$ cat src/odt_ctrl_pkg.sv
// Shared constants and types for the on-die termination control block
package odt_ctrl_pkg;

    // Mode-register addressing
    localparam int unsigned MR_ADDR_W = 6;
    localparam int unsigned MR_DATA_W = 8;
    localparam logic [5:0]  TERM_VALUE_SELECT_ADDR   = 6'h0B;  // Termination value select
    localparam logic [5:0]  CA_TERM_OPTIONS_ADDR     = 6'h16;  // Command/address options

    // Reset values: every termination disabled
    localparam logic [7:0]  TERM_VALUE_SELECT_RESET  = 8'h00;
    localparam logic [7:0]  CA_TERM_OPTIONS_RESET    = 8'h00;

    // Field positions in termination_value_select
    localparam int unsigned DQ_CODE_LSB = 0;
    localparam int unsigned CA_CODE_LSB = 4;
    localparam int unsigned CODE_W      = 3;

    // Bit positions in ca_termination_options
    localparam int unsigned CLK_TERM_OFF_BIT    = 3;
    localparam int unsigned CS_TERM_OFF_BIT     = 4;
    localparam int unsigned CA_TERM_DISABLE_BIT = 5;

    // Resistance codes
    localparam logic [2:0] CODE_OFF    = 3'h0;
    localparam logic [2:0] CODE_240    = 3'h1;
    localparam logic [2:0] CODE_40     = 3'h6;

    // Write burst duration on the clock, in clock cycles (two beats per clock)
    localparam int unsigned BL16_CYCLES = 8;
    localparam int unsigned BL32_CYCLES = 16;
    localparam int unsigned CNT_W       = 7;

    // Termination switch states driven toward the pads
    typedef struct packed {
        logic ca;   // CA[5:0] lines
        logic clk;  // Differential clock pair
        logic cs;   // Chip select
        logic dq;   // Data lines
        logic dqs;  // Strobe pair
        logic dmi;  // Data mask / inversion line
    } term_state_t;

    // Mode-register write request
    typedef struct packed {
        logic                 valid;
        logic [MR_ADDR_W-1:0] addr;
        logic [MR_DATA_W-1:0] data;
    } mrw_req_t;

    // Decode a resistance code as one that selects 240 down to 40 ohm
    function automatic logic code_valid(input logic [2:0] code);
        code_valid = (code >= CODE_240) && (code <= CODE_40);
    endfunction : code_valid

endpackage : odt_ctrl_pkg

$ cat src/on_die_termination_control.sv
// On-die termination control for command/address and data groups
//
// Operation
// - Command/address resistance comes from three-bit field; 001..110 select 240..40 ohm.
// - After reset command/address termination stays off until a valid code is written.
// - Disabled field turns all off; else per-group off bits for CA, clock, select.
// - Command/address termination is unchanged when entering power-down.
// - Covers clock pair, chip select, six CA lines; controlled only by registers.
// - Data termination is off during power-down or self-refresh.
// - Data termination switch reacts to write commands, qualified by register settings.
// - Data termination mode enabled for nonzero field, disabled for zero.
// - Data termination covers each DQ line, both strobes, mask/inversion line.
// - Data field codes 001..110 select 240..40 ohm; unlike command/address, 111 also enables data termination.
// - Data group high-impedance except during a write; off when burst completes.
// - Write leveling: strobes terminated when enabled, DQ always off.
`timescale 1ns/1ns
module on_die_termination_control #(
    parameter int unsigned WRITE_LAT = 8    // Clocks from write command to first data
) (
    input  wire logic                        sys_clk_i,       // Command clock, 100 MHz
    input  wire logic                        sys_rst_i,       // Async reset, active high
    input  wire odt_ctrl_pkg::mrw_req_t      mrw_i,           // Mode-register write
    input  wire logic [odt_ctrl_pkg::MR_ADDR_W-1:0] mrr_addr_i, // Mode-register read address
    output logic [odt_ctrl_pkg::MR_DATA_W-1:0]      mrr_data_o, // Mode-register read data
    input  wire logic                        write_cmd_i,     // Sampled write or masked write
    input  wire logic                        burst32_i,       // Burst of 32 beats
    input  wire logic                        power_down_i,    // Device in power-down
    input  wire logic                        self_refresh_i,  // Device in self-refresh
    input  wire logic                        write_level_i,   // Write leveling mode active
    output odt_ctrl_pkg::term_state_t        term_o,          // Termination switches
    output logic [2:0]                       ca_code_o,       // Command/address resistance
    output logic [2:0]                       dq_code_o        // Data resistance code
);

    // Mode registers
    logic [7:0] value_select;
    logic [7:0] ca_options;

    // Write burst window counter
    logic [odt_ctrl_pkg::CNT_W-1:0] window_cnt;
    logic [odt_ctrl_pkg::CNT_W-1:0] next_window_cnt;

    // Registered outputs
    odt_ctrl_pkg::term_state_t next_term;
    logic [7:0]                next_mrr_data;

    // Field decode
    wire logic [2:0] ca_code_field =
        value_select[odt_ctrl_pkg::CA_CODE_LSB +: odt_ctrl_pkg::CODE_W];
    wire logic [2:0] dq_code_field =
        value_select[odt_ctrl_pkg::DQ_CODE_LSB +: odt_ctrl_pkg::CODE_W];
    wire logic ca_enabled  = odt_ctrl_pkg::code_valid(ca_code_field);
    wire logic dq_enabled  = (dq_code_field != odt_ctrl_pkg::CODE_OFF);
    wire logic ca_off      = ca_options[odt_ctrl_pkg::CA_TERM_DISABLE_BIT];
    wire logic clk_off     = ca_options[odt_ctrl_pkg::CLK_TERM_OFF_BIT];
    wire logic cs_off      = ca_options[odt_ctrl_pkg::CS_TERM_OFF_BIT];
    wire logic low_power   = power_down_i | self_refresh_i;

    // Match a bus address against the address of one mode register
    function automatic logic addr_is(
        input logic [odt_ctrl_pkg::MR_ADDR_W-1:0] addr,
        input logic [odt_ctrl_pkg::MR_ADDR_W-1:0] reg_addr
    );
        addr_is = (addr == reg_addr);
    endfunction : addr_is

    // Register write decode; writes to any other address are dropped
    wire logic wr_value    = mrw_i.valid &&
        addr_is(mrw_i.addr, odt_ctrl_pkg::TERM_VALUE_SELECT_ADDR);
    wire logic wr_options  = mrw_i.valid &&
        addr_is(mrw_i.addr, odt_ctrl_pkg::CA_TERM_OPTIONS_ADDR);

    // Read-back decode
    wire logic rd_value    = addr_is(mrr_addr_i, odt_ctrl_pkg::TERM_VALUE_SELECT_ADDR);
    wire logic rd_options  = addr_is(mrr_addr_i, odt_ctrl_pkg::CA_TERM_OPTIONS_ADDR);

    // Write burst window: latency plus burst length, restarted by every accepted write
    wire logic [odt_ctrl_pkg::CNT_W-1:0] burst_cycles = burst32_i ?
        odt_ctrl_pkg::CNT_W'(odt_ctrl_pkg::BL32_CYCLES) :
        odt_ctrl_pkg::CNT_W'(odt_ctrl_pkg::BL16_CYCLES);
    wire logic [odt_ctrl_pkg::CNT_W-1:0] window_len =
        odt_ctrl_pkg::CNT_W'(WRITE_LAT) + burst_cycles;
    wire logic write_taken = write_cmd_i && dq_enabled && !low_power && !write_level_i;

    // Counter next value
    always_comb
    begin
        if (write_taken)
            next_window_cnt = window_len;
        else if (low_power)
            next_window_cnt = '0;
        else if (window_cnt != '0)
            next_window_cnt = window_cnt - odt_ctrl_pkg::CNT_W'(1);
        else
            next_window_cnt = '0;
    end

    // Termination switch decode
    always_comb
    begin
        next_term.ca  = ca_enabled && !ca_off;
        next_term.clk = ca_enabled && !clk_off;
        next_term.cs  = ca_enabled && !cs_off;
        if (write_level_i)
        begin
            next_term.dq  = 1'b0;
            next_term.dqs = dq_enabled && !low_power;
            next_term.dmi = 1'b0;
        end
        else
        begin
            next_term.dq  = dq_enabled && !low_power && (next_window_cnt != '0);
            next_term.dqs = next_term.dq;
            next_term.dmi = next_term.dq;
        end
    end

    // Read-back select
    always_comb
    begin
        if (rd_value)
            next_mrr_data = value_select;
        else if (rd_options)
            next_mrr_data = ca_options;
        else
            next_mrr_data = '0;
    end

    // Mode registers
    always_ff @(posedge sys_clk_i or posedge sys_rst_i)
    begin
        if (sys_rst_i)
        begin
            value_select <= odt_ctrl_pkg::TERM_VALUE_SELECT_RESET;
            ca_options   <= odt_ctrl_pkg::CA_TERM_OPTIONS_RESET;
        end
        else
        begin
            if (wr_value)
                value_select <= mrw_i.data;
            if (wr_options)
                ca_options <= mrw_i.data;
        end
    end

    // Window counter and outputs
    always_ff @(posedge sys_clk_i or posedge sys_rst_i)
    begin
        if (sys_rst_i)
        begin
            window_cnt <= '0;
            term_o     <= '0;
            ca_code_o  <= odt_ctrl_pkg::CODE_OFF;
            dq_code_o  <= odt_ctrl_pkg::CODE_OFF;
            mrr_data_o <= '0;
        end
        else
        begin
            window_cnt <= next_window_cnt;
            term_o     <= next_term;
            ca_code_o  <= ca_enabled ? ca_code_field : odt_ctrl_pkg::CODE_OFF;
            dq_code_o  <= dq_code_field;
            mrr_data_o <= next_mrr_data;
        end
    end

    // Check helper: clocks since the last accepted write, and that write's burst
    logic [odt_ctrl_pkg::CNT_W-1:0] quiet_cnt;
    logic                           quiet_b32;
    wire logic [odt_ctrl_pkg::CNT_W-1:0] burst_end_cnt = quiet_b32 ?
        odt_ctrl_pkg::CNT_W'(WRITE_LAT) + odt_ctrl_pkg::CNT_W'(odt_ctrl_pkg::BL32_CYCLES) :
        odt_ctrl_pkg::CNT_W'(WRITE_LAT) + odt_ctrl_pkg::CNT_W'(odt_ctrl_pkg::BL16_CYCLES);

    // Saturates at all ones, so no burst end is expected before the first write
    always_ff @(posedge sys_clk_i or posedge sys_rst_i)
    begin
        if (sys_rst_i)
        begin
            quiet_cnt <= '1;
            quiet_b32 <= 1'b0;
        end
        else if (write_taken)
        begin
            quiet_cnt <= '0;
            quiet_b32 <= burst32_i;
        end
        else if (quiet_cnt != '1)
            quiet_cnt <= quiet_cnt + odt_ctrl_pkg::CNT_W'(1);
    end
endmodule : on_die_termination_control

$ cat config.mk
export PLATFORM = sky130hd
export DESIGN_NAME = on_die_termination_control
export DESIGN_NICKNAME = d
export VERILOG_FILES = /design/src/odt_ctrl_pkg.sv /design/src/on_die_termination_control.sv
export SDC_FILE = /design/constraint.sdc
export NUM_CORES = 1
export LEC_CHECK = 0
export BUFFER_PORTS_ARGS = -buffer_cell sky130_fd_sc_hd__buf_2
export CAP_MARGIN = 40
export CORE_ASPECT_RATIO = 0.9
export CORE_UTILIZATION = 50
export CTS_CLUSTER_DIAMETER = 60
export DETAILED_ROUTE_END_ITERATION = 12
export GPL_TIMING_DRIVEN = 1
export PLACE_DENSITY_LB_ADDON = 0.1
export SLEW_MARGIN = 20
export SYNTH_ARGS = -nofsm -noshare
export SYNTH_HDL_FRONTEND = slang
export SYNTH_SLANG_ARGS = --single-unit
$ cat constraint.sdc
create_clock -name sys_clk_i -period 2.1 [get_ports sys_clk_i]
set_input_delay 0.105 -clock sys_clk_i [delete_from_list [all_inputs] [get_ports sys_clk_i]]
set_output_delay 0.105 -clock sys_clk_i [all_outputs]
set_load 0.005 [all_outputs]
==> flow_summary.ini, run 1 <==
[clock_network]
clock-sinks = 42
ctsHoldBuffers = 2
clk_pin_slew_ns = 0.07
cts_setup_buffers = 0
clk_path_buf_depth = 2
clk_latency_ns = 0.29
cts_tree = built
numCtsBuffers = 5
htreeDepth = 2
cts-resized-gates = 0
cts-root-buf = clkbuf_8

[synthesis]
synth_seq_area_share_pct = 61.09
synth_commonest_cells = dfrtp_1, mux2_2, nor2_1
synth_top_area_share_pct = 61.09
ys_types = 30
synthTopCellsByArea = dfrtp_1, mux2_2, a22o_1
synth_edf_count = 0
ys_ff_latch = 42
yosysTopAreaCell = dfrtp_1
synth_warnings = 0
ys.flop_type = dfrtp_1
avgSynthCellArea_um2 = 13.13
ys_async_sr_fraction_pct = 100.0
yosysMostFrequentCell = dfrtp_1
synthCells = 131
synth_nets = 161
syn_area_um2 = 1720

[place]
placedCellCount = 221
gp_congestion = 0.8613
placed_cell_area_um2 = 2016
io_buffers = 47
dp_hpwl_um = 2351

[grt]
grt_use_met1_pct = 23.54
met3_usage_pct = 5.709
use_met2_pct = 36.78
busiest_layer = met2
gr-total-overflow = 0
grt_max_degree = 43
grt_pass1_wl_um = 5609
antenna_found_initial = 0
grt_pass1_vias = 1291
grt_usage_pct = 20.54

[sta]
tns_ns = 0
slew_violations = 0
hold_violations = 0
skew_ns = 0.004420
setup_viol = 0
relSlewSlack_pct = 55.66
fin_crit_ns = 1.652
fmax_mhz = 605.4
worst_slew_pin_slew_ns = 0.6626
finalCritPeriodShare_pct = 78.66
rsz0062_at_grt = no

[floorplanning]
die_y_um = 57.65
num_rows = 19
boundaryPins = 48
die_x_um = 63.83
dieArea_um2 = 3680
core_um2 = 3162
initial_core_util_pct = 54.41

[critical_path]
critPathArrivalTime_ns = 1.86
cp-end-kind = flop
worst-setup-path-type = flop to flop
startpoint_type = flop
required_ns = 2.31
cp_max_fo = 7

[detailed_routing]
first_pass_iters = 4
drtAntennaViolNets = 0
routedWlPerCell_um = 14.11
drtIter0Drc = 80
drc = 0
wl_um = 3245
vias = 1245
routed_via_density = 5.413

[final_layout]
final_cell_area_um2 = 2115
n_antenna_cell = 0
stdcell_count = 230
drive_gt1_share_pct = 40.96
nNetsFinal = 218
fin_util_pct = 66.88
area_growth_pct = 22.91

[power]
p_clk_share_pct = 22.8
p_int_w = 0.001442
swShare_pct = 30.73
ir_drop_uv = 574.5
p_leak_nw = 1.116
p_sw_w = 0.0006396
power_frac_seq_pct = 49.6
power.density_nw_per_um2 = 984.2
p_comb_share_pct = 27.6

[flow_run]
drv_cap = 0

[outcome]
status = complete, no violations

[worst_hold_path]
hold_path.class = input pin to flop
## worst paths after layout
kind	slack, ns	start	to	cells after the start
worst max register to register	0.45	window_cnt[0]	term_o[0]	5
worst min-delay path	0.05	burst32_i	window_cnt[3]	2
max in group asynchronous	1.27	sys_rst_i	value_select[2]	4
worst max-delay path	0.45	window_cnt[0]	term_o[0]	5
worst min register to register	0.43	value_select[1]	dq_code_o[1]	0
min in group asynchronous	0.49	sys_rst_i	term_o[1]	4
## power by group through the flow
| stage | registers, W | logic, W | clock network [W] |
|---|---|---|---|
| 2_1_floorplan | 0.00103 | 0.000428 | 0 |
| 3_5_place_dp | 0.00105 | 0.000574 | 0 |
| 5_1_grt | 0.00105 | 0.000647 | 0.000525 |
| 3_3_place_gp | 0.00104 | 0.000562 | 0 |
| 4_1_cts | 0.00103 | 0.000577 | 0.000491 |
| 6_report | 0.00103 | 0.000575 | 0.000474 |
## registers in the layout, summed over array words and instances (netlist names)
signal / flops
ca_code_o: 3
ca_options: 8
dq_code_o: 3
mrr_data_o: 8
term_o: 5
value_select: 8
window_cnt: 7
## kinds of logic (layout without fill, tap and decap cells)
family          count (synthesis)  in the layout  share of synthesized area (%)
compound gates                 19             19                          9.745
xor+xnor                        5              5                          2.546
fa+ha+maj                       2              2                          1.454
buf+inv                         6             63                          1.528
flops                          42             42                          61.09
mux                            17             17                          11.13
simple gates                   40             40                          12.51
## placed cells by master (no fill, tap or decap), drive strengths merged, types with 2 or more instances in the layout
cell type	count
a21boi	3
nand2	5
or3	3
mux2	17
xnor2	3
dfrtp	42
nand2b	2
dlygate4sd3	2
a22o	8
nor4b	2
nor2	16
nor3	3
xor2	2
buf	49
clkinv	2
clkbuf	5
ha	2
inv	5
nand4	4
## metrics by stage
stage / setup slack [ns] / total power, W / hold slack [ns]
after floorplan: 0.6222 / 0.001456 / 0.1713
after global placement: 0.5274 / 0.001601 / 0.2447
after detailed placement: 0.4815 / 0.001620 / 0.2600
after CTS: 0.4570 / 0.002100 / 0.05278
after global routing: 0.2965 / 0.002224 / 0.05417
final: 0.4481 / 0.002081 / 0.05296
## cell type report
class	instances	area, um2
clock buffers	5	68.82
clock inverters	2	10.01
fillers	245	1047
inverters	5	18.77
multi-input cells	83	643.1
flip-flops and latches	42	1051
well taps	42	52.55
repair buffers	51	270.3
## critical path: stages, from the launching register on
cell and delay (ns):
dfrtp_1 0.46, inv_1 0.12, ha_1 0.25, a311o_1 0.32
a32o_1 0.26, a211oi_2 0.18
## per-layer routing
metal	wire (um)	vias to the layer above
met5	0	-
met4	34	0
met3	181	6
met2	1656	47
met1	1372	609
li1	-	583
Note: power is estimated with default switching activity, not from simulation.
==> inputs of run 2 (changes only) <==
clock period = 1.7 ns   (was 2.1 ns; I/O delays follow)
==> run 2 against run 1 <==
Clock skew is 0.0012 ns higher. Core utilization is 2.3 points higher. Register-to-register slack got worse by 0.36 ns. Critical path type unchanged. Largest cell class unchanged.
==> flow_summary.ini, run 2 (synthesized netlist as in run 1, its figures left out) <==
[power]
power.density_nw_per_um2 = 1245
p_sw_w = 0.0008253
p_comb_share_pct = 29.6
power_frac_seq_pct = 46.8
p_leak_nw = 1.149
ir_drop_uv = 999.0
swShare_pct = 30.32
p_int_w = 0.001897
p_clk_share_pct = 23.6

[final_layout]
area_growth_pct = 27.05
reg_top3 = ca_options x8, mrr_data_o x8, value_select x8
seq_area_um2 = 1052
nNetsFinal = 224
fill_cells = 233
final_cell_mix = buf_2, dfrtp_1, mux2_2
n_antenna_cell = 0
final_common_cell = buf_2
drive_gt1_share_pct = 43.59
stdcell_count = 237
fin_util_pct = 69.13
multi_input_area_um2 = 655.6

[place]
io_buffers = 47
pre_cts_ws_ns = 0.09669
dp_hpwl_um = 2404
gp_congestion = 0.8283
placedCellCount = 226

[clock_network]
cts_tree = built
htreeDepth = 2
clock-sinks = 42
clk_latency_ns = 0.29
cts-root-buf = clkbuf_8
numCtsBuffers = 5
clk_pin_slew_ns = 0.07
clk_path_buf_depth = 2

[sta]
fin_ws_ns = 0.09190
slew_violations = 0
setup_viol = 0
relSlewSlack_pct = 66.28
finalCritPeriodShare_pct = 94.59
skew_ns = 0.005573
tns_ns = 0
fin_crit_ns = 1.608
worst_slew_pin_slew_ns = 0.5058
hold_violations = 0
fmax_mhz = 621.9

[grt]
grt_pass1_wl_um = 5513
gr-total-overflow = 0
grt_pass1_vias = 1270
grt_max_degree = 43
grt_usage_pct = 20.42
antenna_found_initial = 0

[critical_path]
cp-end-kind = flop
crit_slowest_cell = dfrtp_2
worst-setup-path-type = flop to flop
crit_buf_inv = 1
cp_max_fo = 5
critPathArrivalTime_ns = 1.81
required_ns = 1.90
crit_chain = inv_1 > ha_1 > a311o_1 > a32o_1 > a211oi_2
startpoint_type = flop
cpLargestDelayFamily = compound AO/OA/AOI/OAI gates
max_stage_delay_ns = 0.41

[floorplanning]
die_x_um = 63.83
initial_core_util_pct = 54.41
dieArea_um2 = 3680
core_um2 = 3162
num_rows = 19
boundaryPins = 48
die_y_um = 57.65

[detailed_routing]
drtAntennaViolNets = 0
routed_via_density = 5.359
vias = 1270
routedWlPerCell_um = 14.51
first_pass_iters = 4
drc = 0
wl_um = 3438
drtIter0Drc = 75

[worst_hold_path]
hold_path.class = input pin to flop

[flow_run]
drv_cap = 0

[outcome]
status = complete, no violations
-- run 2: final cells by class --
cell class                 instances  share of cell area (%)
inverter                           5                  0.8586
sequential                        42                   48.14
timing repair buffer              57                   14.42
multi-input combinational         83                   29.99
tap                               42                   2.404
clock buffer                       7                   3.950
clock inverter                     1                  0.2290
-- run 2: final timing paths --
kind | from | endpoint | slack (ns) | depth (start not counted)
worst max-delay path | window_cnt[1] | term_o[0] | 0.09 | 5
worst min-delay path | mrw_i[1] | value_select[1] | 0.03 | 2
worst max register to register | window_cnt[1] | term_o[0] | 0.09 | 5
worst min register to register | value_select[1] | dq_code_o[1] | 0.43 | 0
max in group asynchronous | sys_rst_i | window_cnt[1] | 0.87 | 4
min in group asynchronous | sys_rst_i | term_o[0] | 0.45 | 4
-- run 2: metal layers --
layer,GRT usage (%),share of wire (%),up-vias
li1,-,-,599
met1,24.74,44,623
met2,33.89,49,40
met3,5.709,4.9,8
met4,10.06,2.0,0
met5,0,0,-
-- run 2: power groups by stage --
stage | logic [W] | clock network [W] | registers [W]
finish | 0.000805 | 0.000641 | 0.00128
detailed placement | 0.000752 | 0 | 0.00128
CTS | 0.000760 | 0.000665 | 0.00127
global placement | 0.000735 | 0 | 0.00127
global route | 0.000897 | 0.000707 | 0.00129
floorplan | 0.000529 | 0 | 0.00127
-- run 2: metrics by stage --
stage / cell area, um2 / hold slack [ns] / power (W)
after floorplan: 1720 / 0.1513 / 0.001798
after global placement: 2053 / 0.2260 / 0.002009
after detailed placement: 2053 / 0.2387 / 0.002037
after CTS: 2165 / 0.02651 / 0.002693
after global routing: 2186 / 0.02312 / 0.002899
final: 2186 / 0.03205 / 0.002722
-- run 2: repair_timing --
action | 4_1_cts | 5_1_grt
endpoints found under the setup margin | 0 | 1
buffers inserted | 0 | 1
hold buffers | 2 | 0
gates resized for setup | 0 | 3
hold endpoints to repair | 43 | 0
